File: config.mk
export PLATFORM = sky130hd
export DESIGN_NAME = dtc_timer
export DESIGN_NICKNAME = d
export VERILOG_FILES = /design/src/dtc_timer.v
export VERILOG_INCLUDE_DIRS = /design/src
export SDC_FILE = /design/constraint.sdc
export NUM_CORES = 1
export LEC_CHECK = 0
export BUFFER_PORTS_ARGS = -buffer_cell sky130_fd_sc_hd__buf_2
export CORE_MARGIN = 2
export CORE_UTILIZATION = 59
export CTS_CLUSTER_SIZE = 20
export DETAILED_ROUTE_END_ITERATION = 8
export PLACE_DENSITY = 0.91
export SLEW_MARGIN = 0
export SYNTH_ARGS = -nofsm -noshare
export SYNTH_HDL_FRONTEND = slang
export SYNTH_SLANG_ARGS = --single-unit
File: constraint.sdc
create_clock -name pclk -period 2.9 [get_ports pclk]
set_input_delay 0.58 -clock pclk [delete_from_list [all_inputs] [get_ports pclk]]
set_output_delay 0.58 -clock pclk [all_outputs]
set_load 0.02 [all_outputs]
File: src/dtc_defs.vh
// Purpose: Constants for the dual timer/counter control register block.
// Assumes: Register indices are word indices; byte address is index * 4.
// Notes:   Field positions are bit numbers within an 8-bit register.
`ifndef DTC_DEFS_VH
`define DTC_DEFS_VH

// ----------------------------------------------------------------------
// Register indices
// ----------------------------------------------------------------------
`define DTC_IDX_TCTL   10'h088
`define DTC_IDX_TMODE  10'h089
`define DTC_IDX_TL0    10'h08a
`define DTC_IDX_TL1    10'h08b
`define DTC_IDX_TH0    10'h08c
`define DTC_IDX_TH1    10'h08d
`define DTC_IDX_PWMC   10'h091
`define DTC_IDX_RL0    10'h0f2
`define DTC_IDX_RL1    10'h0f3
`define DTC_IDX_RH0    10'h0f4
`define DTC_IDX_RH1    10'h0f5
`define DTC_IDX_ISTAT  10'h0a0
`define DTC_IDX_IMASK  10'h0a1
`define DTC_IDX_BITWR  10'h0a2

// ----------------------------------------------------------------------
// Control register fields
// ----------------------------------------------------------------------
`define DTC_OVF1  7
`define DTC_RUN1  6
`define DTC_OVF0  5
`define DTC_RUN0  4
`define DTC_EXT1  3
`define DTC_TYP1  2
`define DTC_EXT0  1
`define DTC_TYP0  0

// Mode register nibble fields (channel one adds 4).
`define DTC_GATE  3
`define DTC_CSEL  2
`define DTC_M_HI  1
`define DTC_M_LO  0
`define DTC_CH1   4

// Interrupt status and mask bits.
`define DTC_IS_OVF0  0
`define DTC_IS_OVF1  1
`define DTC_IS_EXT0  2
`define DTC_IS_EXT1  3

// ----------------------------------------------------------------------
// Modes and reset values
// ----------------------------------------------------------------------
`define DTC_MODE_13   2'h0
`define DTC_MODE_16   2'h1
`define DTC_MODE_AR8  2'h2
`define DTC_MODE_SPL  2'h3
`define DTC_RST_TCTL  8'h00
`define DTC_RST_TMODE 8'h00
`define DTC_RST_PWMC  8'h24
`define DTC_RST_CNT   8'h00

`endif

File: src/dtc_timer.v
// Purpose: Two 16-bit timer/counters with control, mode, count and
//          reload registers behind an APB slave.
// Assumes: Pins are asynchronous; acknowledge pulses come from pclk logic.
// Notes:   Timers with select clear count every pclk while enabled; no prescaler is applied.
//
// Contract
// - Overflow sets channel flag bit 7 or 5; vector acknowledge clears it.
// - Run bits 6 and 4 switch each channel; count only while set.
// - Edge flags bits 3 and 1 set on trigger, cleared when processed.
// - Type bits 2 and 0: one is falling edge, zero is low level.
// - Control register at 88H, resets zero, single bits writable.
// - Mode register at 089H, resets zero, whole byte access only.
// - Mode upper nibble channel one, lower nibble channel zero.
// - Gate set: count only while interrupt pin high and run set.
// - Select clear counts clock; select set counts count pin events.
// - Mode field zero is mode 0, the reset default.
// - Reload bytes at F2H to F5H are plain storage outside mode 1.
// - Count bytes: low at 8AH, 8BH; high at 8CH, 8DH.
// - Modes: 13-bit, 16-bit, 8-bit auto-reload and split timer.
// - Mode 1 cascades bytes to 16 bits, reloads from reload bytes.
// - Mode 2 counts low byte, reloads it from high byte.
// - Count on high sample then low sample; value shows next cycle.
`timescale 1ns/1ps
`include "dtc_defs.vh"

module dtc_timer #(
  parameter ADDR_W = 12
) (
  input  wire              pclk,
  input  wire              presetn,
  input  wire              psel,
  input  wire              penable,
  input  wire              pwrite,
  input  wire [ADDR_W-1:0] paddr,
  input  wire [31:0]       pwdata,
  output reg  [31:0]       prdata,
  output reg               pready,
  output reg               pslverr,
  input  wire              ext_irq_pin_zero,
  input  wire              ext_irq_pin_one,
  input  wire              count_input_pin_zero,
  input  wire              count_input_pin_one,
  input  wire              ack_ovf_zero,
  input  wire              ack_ovf_one,
  input  wire              ack_ext_zero,
  input  wire              ack_ext_one,
  output reg               irq,
  output reg  [7:0]        tctl_flags
);

  // --------------------------------------------------------------------
  // Counting step
  // --------------------------------------------------------------------
  // One increment for a channel; returns {overflow, high, low}.
  function [16:0] dtc_step;
    input [1:0] mode;
    input [7:0] lo;
    input [7:0] hi;
    input [7:0] rlo;
    input [7:0] rhi;
    reg   [12:0] c13;
    reg   [16:0] r;
    begin
      c13 = {hi, lo[4:0]} + 13'h0001;
      r   = {1'b0, hi, lo};
      case (mode)
        `DTC_MODE_13: begin
          // 13-bit count: low five bits prescale the high byte.
          r = {({hi, lo[4:0]} == 13'h1fff), c13[12:5], lo[7:5], c13[4:0]};
        end
        `DTC_MODE_16: begin
          if ({hi, lo} == 16'hffff) begin
            r = {1'b1, rhi, rlo};
          end else begin
            r = {1'b0, ({hi, lo} + 16'h0001)};
          end
        end
        `DTC_MODE_AR8: begin
          if (lo == 8'hff) begin
            r = {1'b1, hi, hi};
          end else begin
            r = {1'b0, hi, (lo + 8'h01)};
          end
        end
        default: begin
          r = {(lo == 8'hff), hi, (lo + 8'h01)};
        end
      endcase
      dtc_step = r;
    end
  endfunction

  // --------------------------------------------------------------------
  // State
  // --------------------------------------------------------------------
  reg  [7:0] tctl;
  reg  [7:0] tmode;
  reg  [7:0] tl0;
  reg  [7:0] tl1;
  reg  [7:0] th0;
  reg  [7:0] th1;
  reg  [7:0] pwmc;
  reg  [7:0] rl0;
  reg  [7:0] rl1;
  reg  [7:0] rh0;
  reg  [7:0] rh1;
  reg  [3:0] istat;
  reg  [3:0] imask;
  reg  [3:0] pin_s1;
  reg  [3:0] pin_s2;
  reg  [3:0] pin_s3;
  reg  [3:0] pin_lvl;
  reg  [3:0] pin_prev;

  reg  [7:0]  next_tctl;
  reg  [7:0]  next_tl0;
  reg  [7:0]  next_tl1;
  reg  [7:0]  next_th0;
  reg  [7:0]  next_th1;
  reg  [3:0]  next_istat;
  reg  [31:0] rd_data;
  reg         hit;
  reg         ov0;
  reg         ov1;
  reg         ovs;
  reg  [16:0] st0;
  reg  [16:0] st1;

  wire [9:0] idx = paddr[11:2];
  wire [3:0] pin_fall = pin_prev & ~pin_lvl;
  wire [1:0] mode0 = tmode[`DTC_M_HI:`DTC_M_LO];
  wire [1:0] mode1 = tmode[`DTC_CH1+`DTC_M_HI:`DTC_CH1+`DTC_M_LO];
  wire       wr = psel & penable & pready & pwrite & hit;
  wire       set_e0;
  wire       set_e1;
  wire       en0;
  wire       en1;
  wire       tick0;
  wire       tick1;

  // --------------------------------------------------------------------
  // Pin synchronisers
  // --------------------------------------------------------------------
  // Three stages; the level moves only when stages two and three agree.
  always @(posedge pclk or negedge presetn) begin
    if (!presetn) begin
      pin_s1   <= 4'hf;
      pin_s2   <= 4'hf;
      pin_s3   <= 4'hf;
      pin_lvl  <= 4'hf;
      pin_prev <= 4'hf;
    end else begin
      pin_s1   <= {count_input_pin_one, count_input_pin_zero,
                   ext_irq_pin_one, ext_irq_pin_zero};
      pin_s2   <= pin_s1;
      pin_s3   <= pin_s2;
      pin_lvl  <= (pin_s2 & pin_s3) | (pin_lvl & (pin_s2 ^ pin_s3));
      pin_prev <= pin_lvl;
    end
  end

  // --------------------------------------------------------------------
  // Channel enables and count sources
  // --------------------------------------------------------------------
  // Gate ties counting to the interrupt pin level as well as the run bit.
  assign en0 = tctl[`DTC_RUN0] & (~tmode[`DTC_GATE] | pin_lvl[0]);
  assign en1 = tctl[`DTC_RUN1] & (~tmode[`DTC_CH1+`DTC_GATE] | pin_lvl[1])
             & (mode1 != `DTC_MODE_SPL);
  // Counter function counts a high-then-low sample of the count pin.
  assign tick0 = tmode[`DTC_CSEL] ? pin_fall[2] : 1'b1;
  assign tick1 = tmode[`DTC_CH1+`DTC_CSEL] ? pin_fall[3] : 1'b1;
  // Falling edge or low level, chosen per input by its type bit.
  assign set_e0 = tctl[`DTC_TYP0] ? pin_fall[0] : ~pin_lvl[0];
  assign set_e1 = tctl[`DTC_TYP1] ? pin_fall[1] : ~pin_lvl[1];

  // --------------------------------------------------------------------
  // Address decode and read mux
  // --------------------------------------------------------------------
  // Unmapped or misaligned addresses answer with an error.
  always @* begin
    hit     = (paddr[1:0] == 2'b00);
    rd_data = 32'h00000000;
    case (idx)
      `DTC_IDX_TCTL:  rd_data[7:0] = tctl;
      `DTC_IDX_TMODE: rd_data[7:0] = tmode;
      `DTC_IDX_TL0:   rd_data[7:0] = tl0;
      `DTC_IDX_TL1:   rd_data[7:0] = tl1;
      `DTC_IDX_TH0:   rd_data[7:0] = th0;
      `DTC_IDX_TH1:   rd_data[7:0] = th1;
      `DTC_IDX_PWMC:  rd_data[7:0] = pwmc;
      `DTC_IDX_RL0:   rd_data[7:0] = rl0;
      `DTC_IDX_RL1:   rd_data[7:0] = rl1;
      `DTC_IDX_RH0:   rd_data[7:0] = rh0;
      `DTC_IDX_RH1:   rd_data[7:0] = rh1;
      `DTC_IDX_ISTAT: rd_data[3:0] = istat;
      `DTC_IDX_IMASK: rd_data[3:0] = imask;
      `DTC_IDX_BITWR: rd_data[7:0] = 8'h00;
      default:        hit = 1'b0;
    endcase
  end

  // --------------------------------------------------------------------
  // Counters
  // --------------------------------------------------------------------
  // Hardware steps first; a software write to the same byte wins.
  always @* begin
    next_tl0 = tl0;
    next_th0 = th0;
    next_tl1 = tl1;
    next_th1 = th1;
    ov0 = 1'b0;
    ov1 = 1'b0;
    ovs = 1'b0;
    st0 = dtc_step(mode0, tl0, th0, rl0, rh0);
    st1 = dtc_step(mode1, tl1, th1, rl1, rh1);
    if (en0 & tick0) begin
      ov0      = st0[16];
      next_tl0 = st0[7:0];
      if (mode0 != `DTC_MODE_SPL) begin
        next_th0 = st0[15:8];
      end
    end
    // Split mode: high byte of channel zero runs on channel one's run bit.
    if ((mode0 == `DTC_MODE_SPL) && tctl[`DTC_RUN1]) begin
      ovs      = (th0 == 8'hff);
      next_th0 = th0 + 8'h01;
    end
    if (en1 & tick1) begin
      ov1      = st1[16];
      next_tl1 = st1[7:0];
      next_th1 = st1[15:8];
    end
    if (wr && (idx == `DTC_IDX_TL0)) next_tl0 = pwdata[7:0];
    if (wr && (idx == `DTC_IDX_TH0)) next_th0 = pwdata[7:0];
    if (wr && (idx == `DTC_IDX_TL1)) next_tl1 = pwdata[7:0];
    if (wr && (idx == `DTC_IDX_TH1)) next_th1 = pwdata[7:0];
  end

  // --------------------------------------------------------------------
  // Control flags and interrupt status
  // --------------------------------------------------------------------
  // Acknowledge clears, hardware sets win over it, software write wins last.
  always @* begin
    next_tctl = tctl;
    if (ack_ovf_zero) next_tctl[`DTC_OVF0] = 1'b0;
    if (ack_ovf_one)  next_tctl[`DTC_OVF1] = 1'b0;
    if (ack_ext_zero) next_tctl[`DTC_EXT0] = 1'b0;
    if (ack_ext_one)  next_tctl[`DTC_EXT1] = 1'b0;
    if (ov0)          next_tctl[`DTC_OVF0] = 1'b1;
    if (ov1 | ovs)    next_tctl[`DTC_OVF1] = 1'b1;
    if (set_e0)       next_tctl[`DTC_EXT0] = 1'b1;
    if (set_e1)       next_tctl[`DTC_EXT1] = 1'b1;
    if (wr && (idx == `DTC_IDX_TCTL)) begin
      next_tctl = pwdata[7:0];
    end
    if (wr && (idx == `DTC_IDX_BITWR)) begin
      next_tctl[pwdata[2:0]] = pwdata[3];
    end
    // Events are sticky; a set in the clearing cycle is kept.
    next_istat = istat;
    if (wr && (idx == `DTC_IDX_ISTAT)) next_istat = istat & ~pwdata[3:0];
    next_istat[`DTC_IS_OVF0] = next_istat[`DTC_IS_OVF0] | ov0;
    next_istat[`DTC_IS_OVF1] = next_istat[`DTC_IS_OVF1] | ov1 | ovs;
    next_istat[`DTC_IS_EXT0] = next_istat[`DTC_IS_EXT0]
                               | (set_e0 & ~tctl[`DTC_EXT0]);
    next_istat[`DTC_IS_EXT1] = next_istat[`DTC_IS_EXT1]
                               | (set_e1 & ~tctl[`DTC_EXT1]);
  end

  // --------------------------------------------------------------------
  // Registers
  // --------------------------------------------------------------------
  // Whole-byte registers take a write only at the access edge.
  always @(posedge pclk or negedge presetn) begin
    if (!presetn) begin
      tctl  <= `DTC_RST_TCTL;
      tmode <= `DTC_RST_TMODE;
      tl0   <= `DTC_RST_CNT;
      tl1   <= `DTC_RST_CNT;
      th0   <= `DTC_RST_CNT;
      th1   <= `DTC_RST_CNT;
      pwmc  <= `DTC_RST_PWMC;
      rl0   <= `DTC_RST_CNT;
      rl1   <= `DTC_RST_CNT;
      rh0   <= `DTC_RST_CNT;
      rh1   <= `DTC_RST_CNT;
      istat <= 4'h0;
      imask <= 4'h0;
    end else begin
      tctl  <= next_tctl;
      tl0   <= next_tl0;
      th0   <= next_th0;
      tl1   <= next_tl1;
      th1   <= next_th1;
      istat <= next_istat;
      if (wr) begin
        case (idx)
          `DTC_IDX_TMODE: tmode <= pwdata[7:0];
          `DTC_IDX_PWMC:  pwmc  <= pwdata[7:0];
          `DTC_IDX_RL0:   rl0   <= pwdata[7:0];
          `DTC_IDX_RL1:   rl1   <= pwdata[7:0];
          `DTC_IDX_RH0:   rh0   <= pwdata[7:0];
          `DTC_IDX_RH1:   rh1   <= pwdata[7:0];
          `DTC_IDX_IMASK: imask <= pwdata[3:0];
          default:        imask <= imask;
        endcase
      end
    end
  end

  // --------------------------------------------------------------------
  // APB answer and outputs
  // --------------------------------------------------------------------
  // No wait state: ready, data and error are loaded in the setup cycle.
  always @(posedge pclk or negedge presetn) begin
    if (!presetn) begin
      pready     <= 1'b0;
      pslverr    <= 1'b0;
      prdata     <= 32'h00000000;
      irq        <= 1'b0;
      tctl_flags <= `DTC_RST_TCTL;
    end else begin
      pready     <= psel & ~penable;
      pslverr    <= psel & ~penable & ~hit;
      prdata     <= (psel & ~penable & ~pwrite) ? rd_data : 32'h00000000;
      irq        <= |(next_istat & imask);
      tctl_flags <= next_tctl;
    end
  end

endmodule // dtc_timer

# ---- Word level (Yosys, flattened, before mapping)
# Cells that the tools add are included.
dict set report word_totals {
  reg_bits 127
  out_inout_bits 43
  input_bits 57
}
dict set report op_classes {
  order_cmp 2
  reduce_logical 32
  bitwise_logic 40
  muxes 41
  n_eq_ne 32
  n_addsub 7
}
# cell n
set ops {}
lappend ops {{$eq 10x8->1 const B} 14}
lappend ops {{$mux 8} 13}
lappend ops {{$pmux 17 s3} 2}
lappend ops {{$mux 17} 4}
lappend ops {{$pmux 4 s13} 1}
lappend ops {{$pmux 4 s11} 1}
lappend ops {{$add 16x1->16 const B} 2}
lappend ops {{$eq 16x16->1 const B} 2}
lappend ops {{$add 13x1->13 const B} 2}
lappend ops {{$eq 13x13->1 const B} 2}
lappend ops {{$add 8x1->8 const B} 3}
lappend ops {{$eq 8x8->1 const B} 3}
lappend ops {{$and 4x4->4} 5}
lappend ops {{$reduce_and 2->1} 9}
lappend ops {{$mux 1} 17}
lappend ops {{$and 1x1->1} 14}
lappend ops {{$reduce_or 14->1} 1}
lappend ops {{$ne 2x2->1 const B} 5}
lappend ops {{$logic_and 1x1->1} 9}
lappend ops {{$not 1->1} 9}
lappend ops {{$reduce_bool 3->1} 3}
lappend ops {{$bwmux 8} 1}
lappend ops {{$not 4->4} 2}
lappend ops {{$or 1x1->1} 8}
lappend ops {{other kinds (15)} 22}

# ---- Longest topological paths before layout
dict set report logic_depth {
  ltp_word 11
  ltp_mapped 9
}

# ---- Worst setup path before layout
# OpenSTA, ideal clock, no wires.
dict set report synth_timing {
  kind {input to register}
  start {in paddr[7]}
  end {reg pwmc[1]}
  cell_stages 6
  arrival_ns 2.099
  path_buffers 2
  required_time_ns 2.775
  path_slack_ns 0.676
  setup_ns 0.125
  cell_sequence {or3b_1 buf_2 nor4b_4 and3_1 buf_4 mux2_2}
}
dict set report synth_between {
  elab_chain_cells 5
}
# element line
set synth_lines {}
lappend synth_lines {{start, declared} dtc_timer.v:34} ;# input wire [ADDR_W-1:0] paddr,
lappend synth_lines {{$eq 10x8->1 (on tied branches)} {dtc_timer.v:183, dtc_timer.v:297}}
lappend synth_lines {{$reduce_or 14->1 (no source line)} -}
lappend synth_lines {{$mux 1} dtc_timer.v:183} ;# case (idx)
lappend synth_lines {{$and 1x1->1} dtc_timer.v:133} ;# wire wr = psel & penable & pready & pwrite & hit;
lappend synth_lines {{$reduce_and 2->1 (no source line) *} -}
lappend synth_lines {{end signal, assigned} dtc_timer.v:282} ;# pwmc <= `DTC_RST_PWMC;
lappend synth_lines {{end signal, assigned} dtc_timer.v:299} ;# `DTC_IDX_PWMC: pwmc <= pwdata[7:0];
lappend synth_lines {{end, declared} dtc_timer.v:102} ;# reg [7:0] pwmc;
# Every way passes the cells marked *; elsewhere a longest branch is shown, timed or not.
# A chain may end at the register's enable or synchronous reset.

# ---- Final worst setup path
dict set report layout_timing {
  start {reg th1[4] (netlist: dtc_step.hi[4])}
  end {reg tctl_flags[7]}
}
dict set report layout_between {
  elab_chain_cells 9
}
# element line
set layout_lines {}
lappend layout_lines {{start, declared} dtc_timer.v:101} ;# reg [7:0] th1;
lappend layout_lines {{start signal, assigned} dtc_timer.v:281} ;# th1 <= `DTC_RST_CNT;
lappend layout_lines {{start signal, assigned} dtc_timer.v:294} ;# th1 <= next_th1;
lappend layout_lines {{$eq 16x16->1} dtc_timer.v:72} ;# if ({hi, lo} == 16'hffff) begin
lappend layout_lines {{$mux 17} dtc_timer.v:72}
lappend layout_lines {{$pmux 17 s3 *} dtc_timer.v:66} ;# case (mode)
lappend layout_lines {{$mux 1 *} dtc_timer.v:228} ;# if (en1 & tick1) begin
lappend layout_lines {{$or 1x1->1 *} dtc_timer.v:250} ;# if (ov1 | ovs) next_tctl[`DTC_OVF1] = 1'b1;
lappend layout_lines {{$mux 1 *} dtc_timer.v:250}
lappend layout_lines {{$mux 8 *} dtc_timer.v:253} ;# if (wr && (idx == `DTC_IDX_TCTL)) begin
lappend layout_lines {{$bwmux 8} dtc_timer.v:257} ;# next_tctl[pwdata[2:0]] = pwdata[3];
lappend layout_lines {{$mux 8 *} dtc_timer.v:256} ;# if (wr && (idx == `DTC_IDX_BITWR)) begin
lappend layout_lines {{net next_tctl[7]} dtc_timer.v:115} ;# reg [7:0] next_tctl;
lappend layout_lines {{end signal, assigned} dtc_timer.v:321} ;# tctl_flags <= `DTC_RST_TCTL;
lappend layout_lines {{end signal, assigned} dtc_timer.v:327} ;# tctl_flags <= next_tctl;
lappend layout_lines {{end, declared} dtc_timer.v:48} ;# output reg [7:0] tctl_flags
# Mark *: on every way through the listed nets, which the timed path passes. The rest lies on a longest branch.

==> metrics <==
max-slew violations=0; Fin Setup TNS=0 ns; Critical Path RT=3.25 ns; outcome=finished clean; clock slew seen by the registers of the worst setup and hold paths=0.07 ns; Setup crit end kind=flop; Gate Count Post-Synth=900; Post-Layout Inst Area=9280 um2; largest net degree at the start of global routing=57; vias per cell=7.02; chip height=122 um; Tot Pwr=4.34 mW; placed cell count=1105; H-tree depth=4; IO Count=100; Global Route Usage Sum=0.389; most frequent cells in the layout=dfrtp_1, nand2_1, nor2_1; largest fanout on the critical path=9; Synth top area share=0.319; first-pass GRT wire length=43100 um; largest cells by area after synthesis=dfrtp_1, mux2_2, dfstp_2; crit-path cells=nand4_2 -> a2111oi_0 -> a21oi_1 -> o31ai_1 -> o22ai_1 -> o21ai_0; WL per Instance=24.3 um; Die W=122 um; pwr/cell area=467 nW/um2; WP buf/inv=0; Remaining DRCs=0; R2R Setup Slk=0.20 ns; Diodes inserted=0; WHS=0.229 ns; CP peak stage delay=0.59 ns; Max-slew headroom=0.543; Hold EP=pin_s1[1]; CP top delay family=compound AO/OA/AOI/OAI gates; Detailed Route WL=27700 um; Hold WC Path Type=input port to flop; Pre-Repair DR Iteration Count=5; Final Wtd Congestion=1.02; final number of hold-violating endpoints=0; Skew-Pair Late Insertion Delay=0.44 ns; commonest non-fill, non-tap cell in the layout=dfrtp_1; Max VDD drop=601 uV; Worst Reg2Reg Path Length in Cells=6; PortBufs=51; Hold Startpoint=ext_irq_pin_one; nets=1009; FP Rows=43; Arrival @ worst endpoint=3.06 ns; register bit total from synthesis=127; sequential element share of the synthesized area=0.389; Final Cycle Share=0.933; final design utilization=0.674; area grow syn2layout=12.6%; TritonCTS clock tree=yes; antenna-violating nets left=0; DR iter-0 viols=1213; fin cells=1138; Cell variety after synth=83; Longest Clk Path Bufs=2; Die ar.=14900 um2; Pleak=4.08 nW; Top FF cell, synth=dfrtp_1; final setup vio count=0; placed instance area=8670 um2; worst reg2reg path startpoint=dtc_step.hi[4]; syn avg cell area=9.16 um2; Clock Sinks=127; slowest CP cell=dfrtp_1; crit start category=flop; asr flop ratio synth=1.00; number of enable flip-flop cells after synthesis=0; post-synth top area cell=dfrtp_1; fin worst setup slack=0.195 ns; Max Clock Freq=0.370 GHz; critical path class=flop to flop; Syn Std Cell Area=8240 um2; Ys Warns=0; gr ovfl total=0; Layout Skew=0.0129 ns; hpwl dp=19400 um; Setup WS pre-CTS=0.231 ns; share of layout cells above drive strength 1=0.241; number of max-cap violations=0; RSZ-0062 raised after global routing=false; vias post-DR=7989; number of global-route vias before repair=7575; Initial Util=0.598; clk root buf=clkbuf_16; FF-to-FF End=tctl_flags[7]; initial antenna violation count=0; Tmin final=2.70 ns; Num CTS Buffers=17; core area=13800 um2; worst hold stages=1; worst slew pin tran=0.669 ns
report_power, final:
group / switching, mW / internal [mW] / total [mW] / leakage (nW)
registers: 0.0304 / 1.82 / 1.85 / 1.58
logic: 0.230 / 0.0877 / 0.317 / 2.20
clock network: 0.953 / 1.22 / 2.17 / 0.298
cell families after synthesis:
group	Yosys count	share of synthesized area
compound gates	257	0.216
mux	64	0.0859
simple gates	312	0.207
buf+inv	110	0.0680
xor+xnor	22	0.0234
fa+ha+maj	7	0.0106
flops	127	0.389
other cells	1	0.000455
cell usage after synthesis (4+ instances only):
cell type  instances
a2111oi_0         10
a211oi_1          16
a21o_1            19
a21oi_1           39
a221o_1            4
a221oi_1          12
a222oi_1           5
a22o_1             6
a22oi_1           18
a31oi_1           12
a32oi_1            4
and3_1            17
and4_1             6
buf_2             29
buf_4             27
clkbuf_1          34
dfrtp_1          105
dfstp_2           22
ha_1               7
inv_1             15
mux2_2            54
mux2i_1           10
nand2_1           73
nand2b_1          13
nand3_1           35
nand3_2            4
nand4_1           16
nor2_1            61
nor2b_1           10
nor3_1            28
nor3_2             5
nor3_4             4
nor4_1             6
o21ai_0           54
o22ai_1           12
or3_1             12
xnor2_1           11
xor2_1            11
what timing repair did:
item,CTS,global route
hold buffers,1,0
endpoints found under the hold margin,8,0
endpoints found under the setup margin,0,0
setup buffers,0,0
gates resized for setup,0,0
layout make-up:
| class | instances | area [um2] |
|---|---|---|
| multi-input combinational | 686 | 4570 |
| fill | 1127 | 4490 |
| sequential | 127 | 3210 |
| timing repair buffer | 98 | 626 |
| clock buffer | 19 | 464 |
| tap | 180 | 225 |
| clock inverter | 13 | 139 |
| inverter | 15 | 56.3 |
routing by layer:
| metal | vias to the layer above | GRT usage | routed length [um] |
|---|---|---|---|
| met5 | - | 0 | 0 |
| met4 | 0 | 0.224 | 1610 |
| met3 | 135 | 0.116 | 3390 |
| met2 | 592 | 0.579 | 12400 |
| met1 | 3841 | 0.502 | 10300 |
| li1 | 3421 | - | - |
worst max-delay path by stage:
stage | startpoint | slack [ns] | endpoint | depth (start not counted)
2_1_floorplan | paddr[7] | 0.68 | pwmc[1] | 6
4_1_cts | dtc_step.hi[4] | 0.27 | tctl_flags[7] | 6
5_1_grt | dtc_step.hi[4] | 0.22 | tctl_flags[7] | 6
3_3_place_gp | paddr[7] | 0.30 | dtc_step.hi[1] | 7
6_report | dtc_step.hi[4] | 0.20 | tctl_flags[7] | 6
3_5_place_dp | paddr[7] | 0.23 | dtc_step.hi[1] | 7
Note: power is estimated with default switching activity, not from simulation.
